===== config.mk =====
export PLATFORM = sky130hd
export DESIGN_NAME = fse_status_filter
export DESIGN_NICKNAME = d
export VERILOG_FILES = /design/src/common/fse_pkg.sv /design/src/core/fse_status_filter.sv
export VERILOG_INCLUDE_DIRS = /design/src /design/src/common
export SDC_FILE = /design/constraint.sdc
export NUM_CORES = 1
export LEC_CHECK = 0
export BUFFER_PORTS_ARGS = -buffer_cell sky130_fd_sc_hd__buf_2
export CAP_MARGIN = 25
export CORE_MARGIN = 3
export CORE_UTILIZATION = 50
export CTS_CLUSTER_DIAMETER = 40
export DETAILED_ROUTE_END_ITERATION = 8
export HOLD_SLACK_MARGIN = 0.12
export MAX_ROUTING_LAYER = met4
export PLACE_DENSITY_LB_ADDON = 0.08
export SLEW_MARGIN = 10
export SYNTH_ARGS = -nofsm -noshare
export SYNTH_HDL_FRONTEND = slang
export SYNTH_SLANG_ARGS = --single-unit
export TNS_END_PERCENT = 50

===== constraint.sdc =====
create_clock -name i_clock -period 2.2 [get_ports i_clock]
set_input_delay 0.11 -clock i_clock [delete_from_list [all_inputs] [get_ports i_clock]]
set_output_delay 0.11 -clock i_clock [all_outputs]
set_load 0.01 [all_outputs]

===== src/common/fse_regs.svh =====
/*
  Register selectors, bit positions and reset values of the fault status edge filter.
  Assumes inclusion by bare name from the package and design files.
*/
`ifndef FSE_REGS_SVH
`define FSE_REGS_SVH

`define FSE_WORD_W 16
`define FSE_SEL_W 2
`define FSE_SEL_COND 2'h0
`define FSE_SEL_FALL 2'h1
`define FSE_SEL_RISE 2'h2
`define FSE_SEL_EVENT 2'h3
`define FSE_BIT_ACDC_MOD 0
`define FSE_BIT_INVERTER_MOD 1
`define FSE_BIT_OVERPOWER 2
`define FSE_BIT_OVERTEMP 3
`define FSE_BIT_OUT_SHORT 4
`define FSE_BIT_FAN 5
`define FSE_BIT_OVERCURRENT 6
`define FSE_BIT_LINE_INPUT 7
`define FSE_BIT_OUT_VOLT 8
`define FSE_BIT_INHIBIT 9
`define FSE_USED_MASK 16'h03ff
`define FSE_MASK_RST 16'h0000

`endif


===== src/common/fse_pkg.sv =====
/*
  Types of the fault status edge filter.
  Assumes fse_regs.svh is on the include path.
*/
`include "fse_regs.svh"

package fse_pkg;

  typedef logic [`FSE_WORD_W-1:0] fse_word_t;

  typedef struct packed {
    logic inhibit;
    logic output_volt_fault;
    logic line_input_fault;
    logic overcurrent_fault;
    logic fan_fault;
    logic output_short_fault;
    logic overtemp_fault;
    logic overpower_fault;
    logic inverter_module_fault;
    logic acdc_module_fault;
  } fse_flags_s;

  typedef struct packed {
    logic wr;
    logic rd;
    logic [`FSE_SEL_W-1:0] sel;
    fse_word_t wdata;
  } fse_req_s;

  typedef struct packed {
    fse_word_t cond;
    fse_word_t cond_prev;
    logic primed;
    fse_word_t fall_mask;
    fse_word_t rise_mask;
    fse_word_t event_word;
    fse_word_t rdata;
    logic rvalid;
    logic summary;
  } fse_state_s;

endpackage : fse_pkg


===== src/core/fse_status_filter.sv =====
/*
  Fault status edge filter: condition word, edge masks, event word, summary bit.
  Assumes synchronous fault flags and a one-cycle read/write command port.
*/
`timescale 1ns/1ps
`include "fse_regs.svh"

module fse_status_filter (
  input wire logic i_clock, // 125 MHz clock
  input wire logic i_srst, // Synchronous reset, active high
  input wire fse_pkg::fse_flags_s i_flags, // Live protection flags
  input wire fse_pkg::fse_req_s i_req, // Register command
  input wire logic i_summary_en, // Questionable summary enable
  output logic [`FSE_WORD_W-1:0] o_rdata, // Read data
  output logic o_rvalid, // Read data valid pulse
  output logic [`FSE_WORD_W-1:0] o_cond, // Condition word
  output logic [`FSE_WORD_W-1:0] o_event, // Event word
  output logic o_fault_summary_bit // Summary bit of status byte
);
  import fse_pkg::*;

  fse_state_s state_ff;
  fse_state_s nxt_state;
  fse_word_t live_word;
  fse_word_t fell;
  fse_word_t rose;
  fse_word_t passed;

  always_comb begin
    live_word = '0;
    live_word[`FSE_BIT_ACDC_MOD] = i_flags.acdc_module_fault;
    live_word[`FSE_BIT_INVERTER_MOD] = i_flags.inverter_module_fault;
    live_word[`FSE_BIT_OVERPOWER] = i_flags.overpower_fault;
    live_word[`FSE_BIT_OVERTEMP] = i_flags.overtemp_fault;
    live_word[`FSE_BIT_OUT_SHORT] = i_flags.output_short_fault;
    live_word[`FSE_BIT_FAN] = i_flags.fan_fault;
    live_word[`FSE_BIT_OVERCURRENT] = i_flags.overcurrent_fault;
    live_word[`FSE_BIT_LINE_INPUT] = i_flags.line_input_fault;
    live_word[`FSE_BIT_OUT_VOLT] = i_flags.output_volt_fault;
    live_word[`FSE_BIT_INHIBIT] = i_flags.inhibit;
  end

  // Edges of the registered condition word against its previous value
  genvar g;
  for (g = 0; g < `FSE_WORD_W; g++) begin : g_edge
    assign fell[g] = state_ff.primed & state_ff.cond_prev[g] & ~state_ff.cond[g];
    assign rose[g] = state_ff.primed & ~state_ff.cond_prev[g] & state_ff.cond[g];
    assign passed[g] = (fell[g] & state_ff.fall_mask[g]) | (rose[g] & state_ff.rise_mask[g]);
  end

  always_comb begin
    nxt_state = state_ff;
    nxt_state.cond = live_word;
    nxt_state.cond_prev = state_ff.cond;
    nxt_state.primed = 1'b1;
    nxt_state.rvalid = 1'b0;
    if (i_req.wr) begin
      unique case (i_req.sel)
        `FSE_SEL_FALL: nxt_state.fall_mask = i_req.wdata & `FSE_USED_MASK;
        `FSE_SEL_RISE: nxt_state.rise_mask = i_req.wdata & `FSE_USED_MASK;
        default: nxt_state.fall_mask = state_ff.fall_mask;
      endcase
    end
    if (i_req.rd) begin
      nxt_state.rvalid = 1'b1;
      unique case (i_req.sel)
        `FSE_SEL_COND: nxt_state.rdata = state_ff.cond;
        `FSE_SEL_FALL: nxt_state.rdata = state_ff.fall_mask;
        `FSE_SEL_RISE: nxt_state.rdata = state_ff.rise_mask;
        `FSE_SEL_EVENT: nxt_state.rdata = state_ff.event_word;
      endcase
    end
    // Clear on read, then new edges win over the clear
    if (i_req.rd && i_req.sel == `FSE_SEL_EVENT) begin
      nxt_state.event_word = passed;
    end else begin
      nxt_state.event_word = state_ff.event_word | passed;
    end
    nxt_state.summary = i_summary_en && (nxt_state.event_word != '0);
  end

  always_ff @(posedge i_clock) begin
    if (i_srst) begin
      state_ff <= '0;
      state_ff.fall_mask <= `FSE_MASK_RST;
      state_ff.rise_mask <= `FSE_MASK_RST;
    end else begin
      state_ff <= nxt_state;
    end
  end

  assign o_rdata = state_ff.rdata;
  assign o_rvalid = state_ff.rvalid;
  assign o_cond = state_ff.cond;
  assign o_event = state_ff.event_word;
  assign o_fault_summary_bit = state_ff.summary;

endmodule : fse_status_filter


==> results by group <==
Status
  • Status: completed

Critical path
  • Worst Path Class, Setup: register to register
  • Required time worst endpoint: 2.45 ns
  • Crit Path Max Fanout: 16
  • R2r endpoint: o_fault_summary_bit
  • Worst Setup Start Kind: register
  • Critical Path Slowest Stage Cell: dfxtp_1
  • Cells on worst reg2reg path: 3
  • CP Capture Type: register
  • Crit path cell chain: a21boi_0, a221oi_1, a311oi_1
  • Reg2reg start: state_ff[66]
  • CP arrival: 1.70 ns
  • Register-to-register setup slack: 0.75 ns
  • Peak per-stage delay on the critical path: approximately 0.70 ns

Drt
  • Routed WL per cell: about 15 um
  • Routed wire length: 6.951 mm
  • Antenna viol nets, final: 0
  • DRC viols: 0
  • Via Count: about 2300
  • 1st-pass router iterations: 4
  • Vias/cell: 5.156
  • Initial DRC Count: just under 100

Synthesis
  • Register area share after synthesis: 0.4577
  • Cells after Synth: 323
  • Synth Cell Area: approximately 0.0033 mm2
  • Syn. warnings: 0
  • Avg Cell Area, Syn: 10.16 um2
  • Post-synthesis cell type count: 30
  • Synthesized flop and latch total: between 70 and 80

Clock network
  • CTS sink cnt: 75
  • Cts bufs inserted: 9
  • Clock buffer depth: 2
  • CTS resizes: 0
  • H-tree level count: 3
  • Root buffer cell: clkbuf_8
  • CTS clock-pin slew for the worst setup and hold paths: 0.08 ns
  • CTS tree: done
  • Clock Latency Late Sink: 0.34 ns

Die
  • Die H: 87 um
  • Row count: 28
  • Area of the core: ~0.0061 mm2
  • Initial Util: 0.5351
  • Die footprint: roughly 0.0076 mm2
  • Io pins: slightly above 80
  • Die W: between 80 and 90 um

STA
  • Final setup viols: 0
  • Fin crit share: 0.6592
  • Setup TNS: 0 ns
  • Final Hold Viols: 0
  • Slew headroom: 0.6070
  • PnR worst setup slack: between 0.7 and 0.8 ns
  • Worst clock skew: ~0.0073 ns
  • Max Fclk: ~690 MHz
  • Slew Viols, Final: 0
  • Worst-margin pin slew: about 0.59 ns
  • Fin crit period: between 1 and 1.5 ns
  • RSZ-0062 raised after global routing: no
  • Fin Hold WS: between 0.2 and 0.3 ns

Power
  • Combinational share of power: 0.074
  • Switching Power: around 620 uW
  • Maximum VDD drop: 0.0004626 V
  • Leak: 1.833 nW
  • Cell-internal power: about 2.4 mW
  • Switching Share: 0.2033
  • Register share of total power: 0.466
  • Clk pwr share: 0.460
  • Pwr/cell area: 807.7 mW/mm2

Placed design
  • Post-detailed-placement half-perimeter wirelength: 4.524 mm
  • DP Worst Slack: between 0.7 and 0.8 ns
  • IO Port Bufs: 70
  • Placed instance area: ~0.0033 mm2
  • GPL Wtd Cong: between 0.7 and 0.8

Hold path
  • WHS Endpoint: o_rdata[9]
  • Worst Hold Depth: 2
  • Hold Path Class: input pin to register
  • Hold Startpoint: i_srst

Global route
  • Grt ovf: 0
  • Vias in the first global route: 2135
  • First-pass GRT wire length: between 10 and 15 mm
  • Largest net degree at the start of global routing: 31
  • Global-route usage over all layers: 0.1948
  • Initial antenna violation count: 0

Flow run
  • Max-cap violations: 0

Cells and area
  • Share of layout cells above drive strength 1: 0.2620
  • Commonest non-fill, non-tap cell in the layout: dfxtp_1
  • Area Growth Syn to Fin: 15.79%
  • Final Instance Area: about 0.0038 mm2
  • Most frequent cells in the layout: 75 x dfxtp_1, 70 x buf_2, 46 x nor2_1
  • Final net count: around 400
  • Fillers: slightly above 500
  • N_diodes: 0
## timing repair
action	in CTS	in global routing
hold buffers	21	0
setup buffers	0	0
endpoints found under the hold margin	31	0
## how the worst max path moves through the flow
stage / startpoint / end / slack (ns) / depth (start not counted)
after floorplan: state_ff[66] / o_fault_summary_bit / 1.05 / 5
after global placement: i_req[17] / o_rdata[1] / 0.75 / 4
after detailed placement: i_req[17] / o_rdata[1] / 0.73 / 4
after CTS: state_ff[66] / o_fault_summary_bit / 0.73 / 3
after global routing: state_ff[66] / o_fault_summary_bit / 0.64 / 4
final: state_ff[66] / o_fault_summary_bit / 0.75 / 3
## worst max-delay path: cells and delay by family, from the launching register on
kind | cells | cell delay [ns]
flops | 1 | 0.70
compound gates | 3 | 0.65
## final cells by class
type	instances	area (um2)	share of cell area
flip-flops and latches	75	1501	0.3953
multi-input cells	184	1315	0.3462
repair buffers	97	605.6	0.1594
clock buffers	12	155.1	0.04084
clock inverters	4	120.1	0.03162
well taps	75	93.84	0.02470
inverters	2	7.507	0.001976
## layer usage
layer / part of all wire / vias to the layer above / routed length [um] / track usage
li1: - / 1144 / - / -
met1: 0.49 / 1082 / 3374 / 0.2675
met2: 0.44 / 78 / 3061 / 0.2747
met3: 0.055 / 11 / 384 / 0.03784
met4: 0.019 / 0 / 130 / 0.09348
met5: 0 / - / 0 / -
## synthesized netlist by cell type
master    number  area, um2
buf_6          1      11.26
and3_1         6      37.54
nand3_1        1      5.000
a21boi_0       1      7.510
a22oi_1        5      37.54
buf_1          1      3.750
nor4_1         5      31.28
a221oi_1       1      8.760
nand4b_1       8      70.07
buf_4         52      390.4
nand3b_1       9      67.56
o41ai_1        1      8.760
clkbuf_1       8      30.03
o21ai_0        5      25.02
inv_1          2      7.510
a21oi_1       11      55.05
clkbuf_2       1      5.000
mux4_2         6      135.1
mux4_1         4      105.1
nand2_1        9      33.78
mux2i_1       30      300.3
conb_1         1      3.750
nor2b_1       27      168.9
a311oi_1       1      8.760
nand4_1        1      6.260
dfxtp_1       75       1501
buf_12         1      20.02
nor2_1        46      172.7
buf_2          3      15.01
and3_2         1      7.510
## per-stage QoR
step,std cells,power (mW),util
finish,449,3.068,0.6196
global route,449,3.193,0.6196
CTS,449,3.103,0.6196
detailed placement,412,1.658,0.5404
global placement,412,1.655,0.5404
floorplan,328,1.618,-
## power groups by stage
stage / Clock, mW / Sequential [mW] / Combinational, mW
2_1_floorplan: 0 / 1.45 / 0.171
3_3_place_gp: 0 / 1.46 / 0.196
3_5_place_dp: 0 / 1.46 / 0.199
4_1_cts: 1.45 / 1.43 / 0.228
5_1_grt: 1.51 / 1.43 / 0.249
6_report: 1.41 / 1.43 / 0.228
## sequential cells by signal (all words and copies together), names as in the netlist
signal and flops:
o_cond 10, o_rdata 16, o_rvalid 1, o_fault_summary_bit 1, state_ff 31, o_event 16
## logic make-up after synthesis
group,after synthesis,synth area share
simple gates,113,0.1831
other cells,1,0.001143
compound gates,25,0.04615
mux,40,0.1648
flops,75,0.4577
buf+inv,69,0.1472
Power figures use the tool's default switching activity.
